[src/include/bhr_regs.svh]
// register offsets, field positions and constants of the branch history recorder
`ifndef BHR_REGS_SVH
`define BHR_REGS_SVH
`define BHR_OFS_CTL       8'h00
`define BHR_OFS_DEPTH     8'h04
`define BHR_OFS_DBGCTL    8'h08
`define BHR_OFS_SEL       8'h0C
`define BHR_OFS_SRC_LO    8'h10
`define BHR_OFS_SRC_HI    8'h14
`define BHR_OFS_TGT_LO    8'h18
`define BHR_OFS_TGT_HI    8'h1C
`define BHR_OFS_INFO      8'h20
`define BHR_OFS_GUEST     8'h24
`define BHR_OFS_VMCTL     8'h28
`define BHR_OFS_SCFG      8'h2C
`define BHR_OFS_SOUT      8'h30
`define BHR_OFS_STATUS    8'h34
`define BHR_CTL_EN        0
`define BHR_CTL_SUP       1
`define BHR_CTL_USR       2
`define BHR_CTL_MASK      32'h0000_0007
`define BHR_DBG_FREEZE    0
`define BHR_DBG_LINIP     31
`define BHR_VM_LOAD       21
`define BHR_VM_CLEAR      26
`define BHR_SCFG_EN       3
`define BHR_SCFG_NUM_HI   28
`define BHR_SCFG_NUM_LO   24
`define BHR_INFO_CYC_HI   15
`define BHR_INFO_KIND_LO  24
`define BHR_INFO_ABORT    28
`define BHR_INFO_INTX     29
`define BHR_INFO_MISP     30
`define BHR_INFO_VALID    31
`define BHR_SEL_LER       6'h3F
`define BHR_FILTERED_SRC  64'h000F_FFFF_FFFF_FFFF
`define BHR_CYC_MAX       16'hFFFF
`define BHR_CYC_COARSE_AT 16'h1000
`define BHR_CYC_COARSE_BITS 4
`define BHR_ENTRY_BYTES   16'h0018
`define BHR_REC_BASE      16'h0010
`endif

[src/include/bhr_pkg.sv]
// types shared by the branch history recorder
`default_nettype none
package bhr_pkg;
  typedef enum logic [3:0] {
    BHR_OP_NONE   = 4'h0,
    BHR_OP_BRANCH = 4'h1,
    BHR_OP_MGMT   = 4'h3,
    BHR_OP_RESUME = 4'h2,
    BHR_OP_DEBUG  = 4'h6,
    BHR_OP_SECURE = 4'h7,
    BHR_OP_VMEXIT = 4'h5,
    BHR_OP_VMENTR = 4'h4,
    BHR_OP_ENCIN  = 4'hC,
    BHR_OP_ENCOUT = 4'hD
  } bhr_op_e;

  typedef struct packed {
    bhr_op_e     op;
    logic [3:0]  kind;
    logic [63:0] src;
    logic [63:0] tgt;
    logic [1:0]  current_privilege_level;
    logic [1:0]  prev_cpl;
    logic        mispredicted_flag;
    logic        in_tx;
    logic        tx_abort;
    logic        seq_top_fault;
    logic        dbg_enclave;
    logic        is_event;
  } bhr_retire_s;

  typedef struct packed {
    logic       req;
    logic       deep;
    logic       warm;
    logic       warm_c6;
  } bhr_power_s;
endpackage
`default_nettype wire

[src/core/bhr_recorder.sv]
// branch history recorder: entry array, last-event record, timer and wishbone registers
//
// Decided for this implementation: the register offsets and the Wishbone interface to the registers.
`include "bhr_regs.svh"
`default_nettype none
// Operation
// - privilege zero needs supervisor enable, higher levels need user enable
// - privilege changing operations filter on the ending privilege level
// - filtered source level stores the fixed 000F_FFFF_FFFF_FFFF source pattern
// - capability bit 31 says offset or linear addresses are captured
// - reads are canonical; top-of-lower-half fault stores lowest upper address
// - address writes never fault, sign-extend, undefined bits read zero
// - branch kind is a four-bit code passed into the info field
// - saturating cycle timer copied into entry then restarted on record
// - valid flag marks a real elapsed count, saturating at FFFF
// - large counts may force low bits to one, error under ten percent
// - mispredicted flag for wrong direction or wrong indirect target
// - in-transaction and transaction-abort flags stored per entry
// - management interrupt saves and clears enable; resume restores it
// - resume recorded only without freeze, with source equal to target
// - machine exit saves guest control; entry bit 21 loads, exit bit 26 clears
// - guest load fails the entry check when reserved control bits are set
// - enclave entry suspends recording, exit resumes; debug enclaves unaffected
// - debug exception branch clears enable and is not recorded
// - secure launch and authenticated code leaves clear the whole control
// - deep sleep clears entries only; shallow sleep keeps everything
// - sample count limited to depth, record size and format follow
// - warm reset clears enable only; warm reset from C6 reinitialises all
// - nothing but a resume is captured while the recording enable is zero
// - any depth write zeroes all entries but not the last-event record
module bhr_recorder #(
  parameter int N_ENTRIES   = 8,
  parameter int MAXLIN      = 48,
  parameter bit LINEAR_IP   = 1'b1
) (
  input  wire logic                mclk,
  input  wire logic                rst,
  input  wire logic                wb_cyc_i,
  input  wire logic                wb_stb_i,
  input  wire logic                wb_we_i,
  input  wire logic [7:0]          wb_adr_i,
  input  wire logic [3:0]          wb_sel_i,
  input  wire logic [31:0]         wb_dat_i,
  output logic [31:0]              wb_dat_o,
  output logic                     wb_ack_o,
  input  wire logic                ret_valid,
  input  wire bhr_pkg::bhr_retire_s ret,
  input  wire bhr_pkg::bhr_power_s pwr,
  output logic                     vm_entry_fail,
  output logic                     recording_active
);
  localparam int DW = $clog2(N_ENTRIES + 1);

  // refused at elaboration: index width and sign-extension assume these ranges
  if (N_ENTRIES < 1 || N_ENTRIES > 31 || MAXLIN < 33 || MAXLIN > 63) begin : g_bad_cfg
    $error("bhr_recorder: unsupported parameters");
  end

  logic [63:0] src_mem [N_ENTRIES];
  logic [63:0] tgt_mem [N_ENTRIES];
  logic [31:0] info_mem [N_ENTRIES];
  logic [63:0] ler_src_reg, ler_tgt_reg;
  logic [31:0] ler_info_reg;
  logic [31:0] ctl_reg, guest_ctl_reg, vmctl_reg, scfg_reg, dbg_reg;
  logic [DW-1:0] depth_reg;
  logic [5:0]  sel_reg;
  logic        saved_en_reg, encl_susp_reg, timer_valid_reg;
  logic [15:0] cyc_reg;
  logic        ack_reg;
  logic [31:0] dat_reg;
  logic        fail_reg;

  function automatic logic [63:0] canon(input logic [63:0] a);
    canon = {{(64 - MAXLIN){a[MAXLIN-1]}}, a[MAXLIN-1:0]};
  endfunction

  // bus: registered ack one cycle after the request, writes land on the ack edge
  logic bus_req, bus_wr;
  assign bus_req = wb_cyc_i && wb_stb_i;
  assign bus_wr  = bus_req && wb_we_i && ack_reg && (wb_sel_i == 4'hF);

  function automatic logic wr_at(input logic [7:0] ofs);
    wr_at = bus_wr && (wb_adr_i == ofs);
  endfunction

  // event decode
  logic ev_ok, op_branch, op_resume, op_encout, priv_ok, push, push_ler;
  logic clr_entries, init_all;
  logic [63:0] cap_src, cap_tgt;
  logic [15:0] cyc_cap;
  logic [31:0] cap_info;

  assign ev_ok     = ret_valid;
  assign op_branch = ev_ok && ret.op == bhr_pkg::BHR_OP_BRANCH;
  assign op_resume = ev_ok && ret.op == bhr_pkg::BHR_OP_RESUME;
  assign op_encout = ev_ok && ret.op == bhr_pkg::BHR_OP_ENCOUT;
  assign init_all  = pwr.warm && pwr.warm_c6;
  assign clr_entries = wr_at(`BHR_OFS_DEPTH) || (pwr.req && pwr.deep);

  function automatic logic lvl_en(input logic [1:0] lvl, input logic [31:0] c);
    lvl_en = (lvl == 2'd0) ? c[`BHR_CTL_SUP] : c[`BHR_CTL_USR];
  endfunction

  // the ending level decides, so a call gate into level zero is judged as level zero
  assign priv_ok = lvl_en(ret.current_privilege_level, ctl_reg);

  // resume is judged against the enable it restores
  always_comb begin
    push = 1'b0;
    if (!init_all && !clr_entries && !pwr.warm) begin
      if (op_resume)
        push = saved_en_reg && !dbg_reg[`BHR_DBG_FREEZE] && priv_ok;
      else if (op_branch || op_encout)
        push = ctl_reg[`BHR_CTL_EN] && priv_ok
               && (!encl_susp_reg || op_encout);
    end
  end
  assign push_ler = push && ret.is_event;

  // large counts are coarsened: low bits forced to one
  always_comb begin
    cyc_cap = cyc_reg;
    if (cyc_reg >= `BHR_CYC_COARSE_AT)
      cyc_cap[`BHR_CYC_COARSE_BITS-1:0] = '1;
  end

  always_comb begin
    cap_tgt = canon(ret.tgt);
    if (op_resume)
      cap_src = cap_tgt;
    else if (!lvl_en(ret.prev_cpl, ctl_reg))
      cap_src = `BHR_FILTERED_SRC;
    else if (ret.seq_top_fault)
      cap_src = {{(65 - MAXLIN){1'b1}}, {(MAXLIN - 1){1'b0}}};
    else
      cap_src = canon(ret.src);
    cap_info = '0;
    cap_info[`BHR_INFO_CYC_HI:0] = cyc_cap;
    cap_info[`BHR_INFO_KIND_LO +: 4] = ret.kind;
    cap_info[`BHR_INFO_ABORT] = ret.tx_abort;
    cap_info[`BHR_INFO_INTX]  = ret.in_tx;
    cap_info[`BHR_INFO_MISP]  = ret.mispredicted_flag;
    cap_info[`BHR_INFO_VALID] = timer_valid_reg;
  end

  // software access to the selected entry
  logic ent_sel_ok;
  assign ent_sel_ok = ({2'b00, sel_reg} < 8'(depth_reg));

  function automatic logic [63:0] put_lo(input logic [63:0] a, input logic [31:0] d);
    put_lo = canon({a[63:32], d});
  endfunction
  function automatic logic [63:0] put_hi(input logic [63:0] a, input logic [31:0] d);
    put_hi = canon({d, a[31:0]}); // upper bits ignored, re-extended
  endfunction

  // one shifting slot per entry; record beats software write
  for (genvar gi = 0; gi < N_ENTRIES; gi++) begin : g_ent
    localparam logic [5:0] IDX = 6'(gi);
    always_ff @(posedge mclk or posedge rst) begin
      if (rst) begin
        src_mem[gi]  <= '0;
        tgt_mem[gi]  <= '0;
        info_mem[gi] <= '0;
      end else if (init_all || clr_entries) begin
        src_mem[gi]  <= '0;
        tgt_mem[gi]  <= '0;
        info_mem[gi] <= '0;
      end else if (push) begin
        if (gi == 0) begin
          src_mem[gi]  <= cap_src;
          tgt_mem[gi]  <= cap_tgt;
          info_mem[gi] <= cap_info;
        end else if (DW'(gi) < depth_reg) begin
          src_mem[gi]  <= src_mem[(gi == 0) ? 0 : gi - 1];
          tgt_mem[gi]  <= tgt_mem[(gi == 0) ? 0 : gi - 1];
          info_mem[gi] <= info_mem[(gi == 0) ? 0 : gi - 1];
        end
      end else if (sel_reg == IDX && ent_sel_ok) begin
        if (wr_at(`BHR_OFS_SRC_LO)) src_mem[gi] <= put_lo(src_mem[gi], wb_dat_i);
        if (wr_at(`BHR_OFS_SRC_HI)) src_mem[gi] <= put_hi(src_mem[gi], wb_dat_i);
        if (wr_at(`BHR_OFS_TGT_LO)) tgt_mem[gi] <= put_lo(tgt_mem[gi], wb_dat_i);
        if (wr_at(`BHR_OFS_TGT_HI)) tgt_mem[gi] <= put_hi(tgt_mem[gi], wb_dat_i);
        if (wr_at(`BHR_OFS_INFO))   info_mem[gi] <= wb_dat_i & 32'hF000_FFFF | 32'h0F00_0000 & wb_dat_i;
      end
    end
  end

  // last-event record survives depth writes and deep sleep
  always_ff @(posedge mclk or posedge rst) begin
    if (rst) begin
      ler_src_reg  <= '0;
      ler_tgt_reg  <= '0;
      ler_info_reg <= '0;
    end else if (init_all) begin
      ler_src_reg  <= '0;
      ler_tgt_reg  <= '0;
      ler_info_reg <= '0;
    end else if (push_ler) begin
      ler_src_reg  <= cap_src;
      ler_tgt_reg  <= cap_tgt;
      ler_info_reg <= cap_info;
    end else if (sel_reg == `BHR_SEL_LER) begin
      if (wr_at(`BHR_OFS_SRC_LO)) ler_src_reg <= put_lo(ler_src_reg, wb_dat_i);
      if (wr_at(`BHR_OFS_SRC_HI)) ler_src_reg <= put_hi(ler_src_reg, wb_dat_i);
      if (wr_at(`BHR_OFS_TGT_LO)) ler_tgt_reg <= put_lo(ler_tgt_reg, wb_dat_i);
      if (wr_at(`BHR_OFS_TGT_HI)) ler_tgt_reg <= put_hi(ler_tgt_reg, wb_dat_i);
      if (wr_at(`BHR_OFS_INFO))   ler_info_reg <= wb_dat_i & 32'hFF00_FFFF;
    end
  end

  // cycle timer runs through enclaves and suspension
  always_ff @(posedge mclk or posedge rst) begin
    if (rst) begin
      cyc_reg         <= '0;
      timer_valid_reg <= 1'b0;
    end else if (init_all) begin
      cyc_reg         <= '0;
      timer_valid_reg <= 1'b0;
    end else if (push) begin
      cyc_reg         <= '0;
      timer_valid_reg <= 1'b1;
    end else if (cyc_reg != `BHR_CYC_MAX) begin
      cyc_reg <= cyc_reg + 16'h0001;
    end
  end

  // control: hardware events win over a software write in the same cycle
  logic guest_ok;
  assign guest_ok = (guest_ctl_reg & ~`BHR_CTL_MASK) == 32'h0000_0000;

  always_ff @(posedge mclk or posedge rst) begin
    if (rst) begin
      ctl_reg       <= '0;
      saved_en_reg  <= 1'b0;
      guest_ctl_reg <= '0;
      fail_reg      <= 1'b0;
    end else begin
      fail_reg <= 1'b0;
      if (init_all) begin
        ctl_reg       <= '0;
        saved_en_reg  <= 1'b0;
        guest_ctl_reg <= '0;
      end else if (pwr.warm) begin
        ctl_reg[`BHR_CTL_EN] <= 1'b0;
      end else if (ev_ok && ret.op == bhr_pkg::BHR_OP_MGMT) begin
        saved_en_reg         <= ctl_reg[`BHR_CTL_EN];
        ctl_reg[`BHR_CTL_EN] <= 1'b0;
      end else if (op_resume) begin
        ctl_reg[`BHR_CTL_EN] <= saved_en_reg;
      end else if (ev_ok && ret.op == bhr_pkg::BHR_OP_DEBUG) begin
        ctl_reg[`BHR_CTL_EN] <= 1'b0;
      end else if (ev_ok && ret.op == bhr_pkg::BHR_OP_SECURE) begin
        ctl_reg <= '0;
      end else if (ev_ok && ret.op == bhr_pkg::BHR_OP_VMEXIT) begin
        guest_ctl_reg <= ctl_reg;
        if (vmctl_reg[`BHR_VM_CLEAR]) ctl_reg <= '0;
      end else if (ev_ok && ret.op == bhr_pkg::BHR_OP_VMENTR) begin
        if (vmctl_reg[`BHR_VM_LOAD]) begin
          if (guest_ok) ctl_reg <= guest_ctl_reg;
          else fail_reg <= 1'b1;
        end
      end else begin
        if (wr_at(`BHR_OFS_CTL))   ctl_reg <= wb_dat_i & `BHR_CTL_MASK;
        if (wr_at(`BHR_OFS_GUEST)) guest_ctl_reg <= wb_dat_i;
      end
    end
  end

  // enclave suspension
  always_ff @(posedge mclk or posedge rst) begin
    if (rst) begin
      encl_susp_reg <= 1'b0;
    end else if (init_all) begin
      encl_susp_reg <= 1'b0;
    end else if (ev_ok && ret.op == bhr_pkg::BHR_OP_ENCIN && !ret.dbg_enclave) begin
      encl_susp_reg <= 1'b1;
    end else if (op_encout) begin
      encl_susp_reg <= 1'b0;
    end
  end

  // configuration registers; depth write clears entries elsewhere
  always_ff @(posedge mclk or posedge rst) begin
    if (rst) begin
      depth_reg <= DW'(N_ENTRIES);
      sel_reg   <= '0;
      dbg_reg   <= '0;
      vmctl_reg <= '0;
      scfg_reg  <= '0;
    end else if (init_all) begin
      depth_reg <= DW'(N_ENTRIES);
      sel_reg   <= '0;
      dbg_reg   <= '0;
      vmctl_reg <= '0;
      scfg_reg  <= '0;
    end else begin
      if (wr_at(`BHR_OFS_DEPTH) && wb_dat_i != 32'h0 && wb_dat_i <= 32'(N_ENTRIES))
        depth_reg <= DW'(wb_dat_i);
      if (wr_at(`BHR_OFS_SEL))    sel_reg <= wb_dat_i[5:0];
      if (wr_at(`BHR_OFS_DBGCTL)) dbg_reg <= {31'h0, wb_dat_i[`BHR_DBG_FREEZE]};
      if (wr_at(`BHR_OFS_VMCTL))
        vmctl_reg <= wb_dat_i & (32'h1 << `BHR_VM_LOAD | 32'h1 << `BHR_VM_CLEAR);
      if (wr_at(`BHR_OFS_SCFG))
        scfg_reg <= wb_dat_i & 32'h1F00_0008;
    end
  end

  // sample record sizing limited by the active depth
  logic [4:0]  samp_req, samp_eff;
  logic [15:0] samp_size;
  assign samp_req  = scfg_reg[`BHR_SCFG_NUM_HI:`BHR_SCFG_NUM_LO];
  assign samp_eff  = (8'(samp_req) > 8'(depth_reg)) ? 5'(depth_reg) : samp_req;
  assign samp_size = `BHR_REC_BASE
                   + (scfg_reg[`BHR_SCFG_EN] ? 16'(samp_eff) * `BHR_ENTRY_BYTES : 16'h0);

  // read mux
  logic [63:0] rd_src, rd_tgt;
  logic [31:0] rd_info, rd_word;
  always_comb begin
    rd_src  = '0;
    rd_tgt  = '0;
    rd_info = '0;
    if (sel_reg == `BHR_SEL_LER) begin
      rd_src  = ler_src_reg;
      rd_tgt  = ler_tgt_reg;
      rd_info = ler_info_reg;
    end else if (ent_sel_ok) begin
      rd_src  = src_mem[sel_reg[$clog2(N_ENTRIES+1)-1:0] % N_ENTRIES];
      rd_tgt  = tgt_mem[sel_reg[$clog2(N_ENTRIES+1)-1:0] % N_ENTRIES];
      rd_info = info_mem[sel_reg[$clog2(N_ENTRIES+1)-1:0] % N_ENTRIES];
    end
    if (wb_adr_i == `BHR_OFS_CTL)         rd_word = ctl_reg;
    else if (wb_adr_i == `BHR_OFS_DEPTH)  rd_word = 32'(depth_reg);
    else if (wb_adr_i == `BHR_OFS_DBGCTL)
      rd_word = dbg_reg | (32'(LINEAR_IP) << `BHR_DBG_LINIP);
    else if (wb_adr_i == `BHR_OFS_SEL)    rd_word = 32'(sel_reg);
    else if (wb_adr_i == `BHR_OFS_SRC_LO) rd_word = rd_src[31:0];
    else if (wb_adr_i == `BHR_OFS_SRC_HI) rd_word = rd_src[63:32];
    else if (wb_adr_i == `BHR_OFS_TGT_LO) rd_word = rd_tgt[31:0];
    else if (wb_adr_i == `BHR_OFS_TGT_HI) rd_word = rd_tgt[63:32];
    else if (wb_adr_i == `BHR_OFS_INFO)   rd_word = rd_info;
    else if (wb_adr_i == `BHR_OFS_GUEST)  rd_word = guest_ctl_reg;
    else if (wb_adr_i == `BHR_OFS_VMCTL)  rd_word = vmctl_reg;
    else if (wb_adr_i == `BHR_OFS_SCFG)   rd_word = scfg_reg;
    else if (wb_adr_i == `BHR_OFS_SOUT)
      rd_word = {3'b000, samp_eff, 8'h00, samp_size};
    else if (wb_adr_i == `BHR_OFS_STATUS)
      rd_word = {29'h0, encl_susp_reg, saved_en_reg, timer_valid_reg};
    else                                  rd_word = 32'h0000_0000;
  end

  always_ff @(posedge mclk or posedge rst) begin
    if (rst) begin
      ack_reg <= 1'b0;
      dat_reg <= '0;
    end else begin
      ack_reg <= bus_req && !ack_reg;
      if (bus_req && !ack_reg) dat_reg <= rd_word;
    end
  end

  assign wb_ack_o         = ack_reg;
  assign wb_dat_o         = dat_reg;
  assign vm_entry_fail    = fail_reg;
  assign recording_active = ctl_reg[`BHR_CTL_EN] && !encl_susp_reg;
endmodule
`default_nettype wire

[config.mk]
export PLATFORM = sky130hd
export DESIGN_NAME = bhr_recorder
export DESIGN_NICKNAME = d
export VERILOG_FILES = /design/src/include/bhr_pkg.sv /design/src/core/bhr_recorder.sv
export VERILOG_INCLUDE_DIRS = /design/src /design/src/include
export SDC_FILE = /design/constraint.sdc
export NUM_CORES = 2
export LEC_CHECK = 0
export ABC_CLOCK_PERIOD_IN_PS = 61300
export BUFFER_PORTS_ARGS = -buffer_cell sky130_fd_sc_hd__buf_2
export CAP_MARGIN = 25
export CORE_ASPECT_RATIO = 1.1
export CORE_UTILIZATION = 50
export DETAILED_ROUTE_END_ITERATION = 7
export GPL_TIMING_DRIVEN = 0
export PLACE_DENSITY = 0.67
export REMOVE_ABC_BUFFERS = 1
export SLEW_MARGIN = 20
export SYNTH_ARGS = -nofsm -noshare
export SYNTH_HDL_FRONTEND = slang
export SYNTH_SLANG_ARGS = --single-unit
[constraint.sdc]
create_clock -name mclk -period 61.3 [get_ports mclk]
set_input_delay 12.26 -clock mclk [delete_from_list [all_inputs] [get_ports mclk]]
set_output_delay 12.26 -clock mclk [all_outputs]
set_load 0.01 [all_outputs]
Word level (Yosys, flattened, before mapping)
Cells that the tools add are included.
- multiply operators: 1
- multiplexer cells: 236
- $add $sub $neg: 2
- reductions and logical operators: 166
- order comparisons: 12
- bitwise logic cells: 2
- equality and inequality tests: 55
- operator list (cell ; count):
    2-to-1 mux 64 bit ; 115
    2-to-1 mux 32 bit ; 73
    binary-select mux 64 bit (select 3 bit) ; 2
    2-to-1 mux 31 bit ; 6
    AND reduction 3 bit ; 39
    binary-select mux 32 bit (select 3 bit) ; 1
    nonzero test 3 bit ; 22
    AND reduction 4 bit ; 15
    equality test 8 x 6 -> 1 bit, second input constant ; 6
    2-to-1 mux 16 bit ; 3
    logical AND 1 bit ; 47
    >= comparator 33 x 4 -> 1 bit, second input constant ; 1
    inverter 3 -> 33 bit ; 1
    equality test 8 x 5 -> 1 bit, second input constant ; 4
    <= comparator 32 x 4 -> 1 bit, second input constant ; 1
    zero test 32 bit ; 1
    bitwise OR 32 x 28 -> 32 bit ; 1
    nonzero test 32 bit ; 1
    2-to-1 mux 29 bit ; 1
    2-to-1 mux 1 bit ; 27
    equality test 6 x 3 -> 1 bit, second input constant ; 4
    AND reduction 2 bit ; 11
    inequality test 3 x 1 -> 1 bit, second input constant ; 7
    inequality test 9 bit, second input constant ; 2
    other kinds (42) ; 83
- input port bits: 200
- output and inout port bits: 35
- register bits: 1662

Longest topological paths before layout
- word-level depth: 18
- depth in mapped cells: 16
- depth with buffers taken out: 15

Worst setup path after synthesis
OpenSTA, ideal clock, no wires.
- path type: input to register
- start point: input wb_adr_i[2]
- end point: register ler_tgt_reg[62]
- data required time: 61172 ps
- stages: 10
- arrival: 14340 ps
- path slack: 46832 ps
- library setup time: 128 ps
- cells stage by stage: buf_4 -> or4b_1 -> clkbuf_1 -> o31a_1 -> and3_4 -> buf_6 -> a211oi_2 -> buf_4 -> o21ai_1 -> mux2_1
- longest elaborated chain between the ends: 10
- ends and longest elaborated chain (element ; line ; source):
    from (decl) ; bhr_recorder.sv:41 ; input wire logic [7:0] wb_adr_i,
    equality test 8 x 3 -> 1 bit ; bhr_recorder.sv:83 ; wr_at = bus_wr && (wb_adr_i == ofs);
    logical AND 1 bit ; bhr_recorder.sv:83 ;
    logical OR 1 bit ; bhr_recorder.sv:98 ; assign clr_entries = wr_at(`BHR_OFS_DEPTH) || (pwr.req && pwr.deep);
    zero test 1 bit ; bhr_recorder.sv:110 ; if (!init_all && !clr_entries && !pwr.warm) begin
    logical AND 1 bit (2 in a row) ; bhr_recorder.sv:110 ;
    2-to-1 mux 1 bit ; bhr_recorder.sv:110 ;
    logical AND 1 bit ; bhr_recorder.sv:118 ; assign push_ler = push && ret.is_event;
    nonzero test 4 bit (no source line) (tied with other cells) ; - ;
    AND reduction 2 bit (no source line) / 2-to-1 mux 64 bit (equally long branches) ; - ;
    to (signal assigned) ; bhr_recorder.sv:201 ; ler_tgt_reg <= cap_tgt;
    to (signal assigned) ; bhr_recorder.sv:206 ; if (wr_at(`BHR_OFS_TGT_LO)) ler_tgt_reg <= put_lo(ler_tgt_reg, wb_dat_i);
    to (signal assigned) ; bhr_recorder.sv:207 ; if (wr_at(`BHR_OFS_TGT_HI)) ler_tgt_reg <= put_hi(ler_tgt_reg, wb_dat_i);
    to (decl) ; bhr_recorder.sv:62 ; logic [63:0] ler_src_reg, ler_tgt_reg;
Parallel ways exist; a longest one is shown, timed or not. The select of a mux whose other input is x is not followed.
A chain may end at the register's enable or synchronous reset.

Worst setup path after layout
- start point: input ret[9] (netlist bit)
- end point: register tgt_mem[406] (netlist bit)
- longest elaborated chain between the ends: 9
- ends and longest elaborated chain (element ; line ; source):
    from (decl) ; bhr_recorder.sv:47 ; input wire bhr_pkg::bhr_retire_s ret,
    zero test 2 bit (*) ; bhr_recorder.sv:101 ; lvl_en = (lvl == 2'd0) ? c[`BHR_CTL_SUP] : c[`BHR_CTL_USR];
    2-to-1 mux 1 bit (*) ; bhr_recorder.sv:101 ;
    logical AND 1 bit (2 in a row) ; bhr_recorder.sv:114 ; push = ctl_reg[`BHR_CTL_EN] && priv_ok
    2-to-1 mux 1 bit ; bhr_recorder.sv:113 ; else if (op_branch || op_encout)
    2-to-1 mux 1 bit (*) ; bhr_recorder.sv:111 ; if (op_resume)
    2-to-1 mux 1 bit (*) ; bhr_recorder.sv:110 ;
    inequality test 3 x 1 -> 1 bit (no source line) (tied with other cells) ; - ;
    AND reduction 4 bit (no source line) / 2-to-1 mux 64 bit (equally long branches) ; - ;
    to (signal, indexed assignment) ; bhr_recorder.sv:172 ; tgt_mem[gi] <= cap_tgt;
    to (signal, indexed assignment) ; bhr_recorder.sv:176 ; tgt_mem[gi] <= tgt_mem[(gi == 0) ? 0 : gi - 1];
    to (signal, indexed assignment) ; bhr_recorder.sv:182 ; if (wr_at(`BHR_OFS_TGT_LO)) tgt_mem[gi] <= put_lo(tgt_mem[gi], wb_dat_i);
    to (decl) ; bhr_recorder.sv:60 ; logic [63:0] tgt_mem [N_ENTRIES];
Every way passes the cells marked *; elsewhere a longest branch is shown, timed or not.

==> metrics.md <==
| Metric | Value |
|---|---|
| Crit path buf inv count | 7 |
| DP Area | 0.0735 mm² |
| Critical Path Start | ret[9] |
| R2r startpoint | ctl_reg[1]$_DFFE_PP0P_ |
| DRC violations left | 5 |
| Row cnt | 140 |
| Most frequent cell after synthesis | nand2_1 |
| Fin nets | ~7400 |
| CTS tree | done |
| Post-synth ARST share | 100% |
| 1st-pass router iterations | 8 |
| Failing checks | design-rule violations |
| Netlist cell types | 95 |
| VDD IR max | approximately 34 µV |
| Final Instance Area | a little under 0.08 mm² |
| Crit-path leading delay family | simple AND/OR/NAND/NOR gates |
| Leakage | 33.8 nW |
| Hold path start | info_mem[24]$_DFFE_PP0P_ |
| Switch share | between 20 and 30% |
| Synth area leader | dfrtp_1 |
| Worst-Skew Late Latency | around 800 ps |
| Clock share of power | about 42% |
| Num CTS Buffers | 141 |
| Post-synth top flop | dfrtp_1 |
| Die W | roughly 350 µm |
| YS warnings | 0 |
| Crit Path Class | primary input to flop |
| Post-CTS Setup Bufs | 0 |
| Vias per inst | roughly 6.7 |
| Fillers | around 11000 |
| CP most frequent cell | buf_16 |
| Largest family of logic cells by synthesized area | compound AO/OA/AOI/OAI gates |
| Crit end category | flop |
| RSZ-0062 raised after global routing | no |
| Syn Inst Count | 7309 |
| Via count | slightly above 60000 |
| Area share of the largest cell type after synthesis | a little under half |
| Comb power frac | between 10% and 20% |
| Largest net degree at the start of global routing | 103 |
| Die H | 387 µm |
| Sw Pwr | a little over 0.0006 W |
| Remaining global-route overflow | 0 |
| Internal power | ~0.0015 W |
| Area Overhead vs Synth | 16.7% |
| Max-Cap Viols | 0 |
| Clk pin slew, worst setup/hold paths | roughly 60 ps |
| Num ports | 235 |
| Critical path peak fanout | 27 |
| Number of global-route vias before repair | just under 60000 |
| Synth Area in Compound Gates | 24.0% |
| Final Total Pwr | 0.00213 W |
| Clock Path Buffers | 3 |
| Post-Syn Area | between 0.06 and 0.07 mm² |
| Final hold vios | 0 |
| Slew @ Worst Pin | 1330 ps |
| Biggest register | src_mem |
| Pwr Density | around 27 mW/mm² |
| WP data arrival | 16860 ps |
| Crit-path cells | buf_2, or3b_2, a21oi_1, o21ai_4, buf_16, buf_16, buf_16, buf_16, nand2_2, nor2_4, buf_12, or2_2, buf_16, o31ai_1 |
| Syn_area_per_cell | between 9 and 10 µm² |
| DRT iter0 DRCs | ~8500 |
| Antenna violations before repair | 21 |
| Post-Synth Simple-Gate Area | roughly 13% |
| Seq cells post-synth | 1243 |
| Worst rel slew slack | approximately 10% |
| Share of layout cells above drive strength 1 | approximately 15% |
| Sequential power share | between 40 and 50% |
| Register area share after synthesis | 46.3% |
| Post-synth top cells | 1285 x nand2_1, 1247 x o21ai_0, 1242 x dfrtp_1 |
| Adder-Cell Fraction of Synth Area | less than 1% |
| WL per Instance | between 20 and 30 µm |
| Slowest CP cell | nand2_2 |
| Largest register FFs | 400 |
| Worst Skew | ~26 ps |
| Clk sink count | between 1000 and 1500 |
| Worst hold slack | 475 ps |
| Type of origin of the critical path | primary input |
| Global-route wire length before repair | 390000 µm |
| Largest stage delay on the critical path | approximately 600 ps |
| Tmin final | 16180 ps |
| Placeable Area | between 0.1 and 0.15 mm² |
| Die area | roughly 0.14 mm² |
| Resized Gates After CTS | 0 |
| Synth top area cells | dfrtp_1 46%, o21ai_0 9.3%, mux4_2 7.9% |
| ANT nets after route | 0 |
| Routability Congestion | about 0.99 |
| Detailed Place HPWL | 178000 µm |
| WP data required | between 60000 and 70000 ps |
| Initial core utilization | between 50% and 60% |
| Fin crit share | about a quarter |
| Biggest registers after layout | src_mem: 400 flops, tgt_mem: 392 flops, info_mem: 192 flops |
| Setup TNS | 0 ps |
| EDFF count, synth | 0 |
| Port Buffer Count | roughly 200 |
| Placed Cells | between 8000 and 9000 |
| Max H-tree Level | 4 |
| Class of the worst hold path | flop to flop |
| Final Max Tran Viols | 0 |
| Multiplexer share of the synthesized area | between 10 and 15% |
| Max Fclk | around 62 MHz |
| Status | finished, violations left |
| CTS root buf | clkbuf_16 |
| Layout Cells excl Fill | between 9000 and 10000 |
| Setup violators final | 0 |
| Global Route Usage Sum | 38.5% |
| XOR/XNOR Fraction of Synth Area | less than 1% |
| Wirelength, routed | approximately 260000 µm |
| Hold_buf cts | 0 |
## power by group through the flow
stage	clock [W]	sequential, W	combinational, W
6_report	0.000903	0.000949	0.000283
5_1_grt	0.000940	0.000956	0.000304
4_1_cts	0.000907	0.000946	0.000278
3_5_place_dp	0	0.000960	0.000277
3_3_place_gp	0	0.000962	0.000243
2_1_floorplan	0	0.000946	0.000156
## worst min-delay path: stages (launching register included)
cell and delay, ps:
dfrtp_1 340, nand2_1 50, o31ai_1 50
## cell families after synthesis
| kind of cell | after synthesis |
|---|---|
| AOI/OAI and AO/OA | 2696 |
| xor gates and xnor gates | 17 |
| adders and majority gates | 16 |
| buffers and inverters | 764 |
| DFF | 1243 |
| muxes | 473 |
| other | 1 |
| and+or+nand+nor | 2099 |
## area by class of cell
type                    count  area, µm²  area share, %
diodes                     14       35.0         0.0447
clock inverters            49        631          0.804
well taps                1775       2220           2.83
inverters                  88        347          0.442
clock buffers             209       4300           5.48
flip-flops and latches   1243      31100           39.7
multi-input cells        5303      33600           42.9
repair buffers            434       6180           7.87
## per-layer routing
metal | wire length [µm] | GRT usage [%]
met3 | 31400 | 11.4
met4 | 23100 | 29.1
met2 | 109000 | 53.7
met1 | 97500 | 50.3
met5 | 142 | 0
## per-stage QoR
| step | util, % | setup slack (ps) |
|---|---|---|
| 2_1_floorplan | - | 14020 |
| 3_3_place_gp | 50.9 | -1060 |
| 3_5_place_dp | 55.3 | 44440 |
| 4_1_cts | 59.0 | 45280 |
| 5_1_grt | 59.0 | 45080 |
| 6_report | 59.0 | 45120 |
## final timing paths
path	end	slack (ps)	cells past startpoint
setup / recovery	tgt_mem[406]$_DFFE_PP0P_	45120	14
hold / removal	info_mem[24]$_DFFE_PP0P_	470	2
setup reg to reg	tgt_mem[406]$_DFFE_PP0P_	56050	13
hold reg to reg	info_mem[24]$_DFFE_PP0P_	470	2
max in group asynchronous	src_mem[138]$_DFFE_PP0P_	47530	6
min in group asynchronous	tgt_mem[338]$_DFFE_PP0P_	11520	2
## cells in the final DEF, fill, tap and decap left out, types with 22 or more instances in the layout
| cell | count |
|---|---|
| o41ai_1 | 33 |
| a21o_1 | 72 |
| inv_1 | 84 |
| a21oi_1 | 433 |
| o21ai_0 | 1239 |
| buf_2 | 204 |
| o31ai_1 | 407 |
| nor3_1 | 25 |
| buf_12 | 26 |
| a21oi_4 | 26 |
| nand3_1 | 89 |
| a21oi_2 | 25 |
| dfrtp_1 | 1239 |
| o21ai_1 | 59 |
| nand2_1 | 1278 |
| mux2_2 | 37 |
| clkbuf_16 | 144 |
| a211oi_1 | 75 |
| buf_8 | 27 |
| mux2i_1 | 198 |
| clkinv_2 | 25 |
| a22oi_1 | 75 |
| and2_1 | 37 |
| buf_16 | 139 |
| o211ai_1 | 95 |
| nor2_1 | 461 |
| clkbuf_8 | 45 |
| and2_0 | 25 |
| buf_6 | 32 |
| mux4_2 | 236 |
| nand2b_1 | 51 |
| a22o_1 | 22 |
Note: power is estimated with default switching activity, not from simulation.
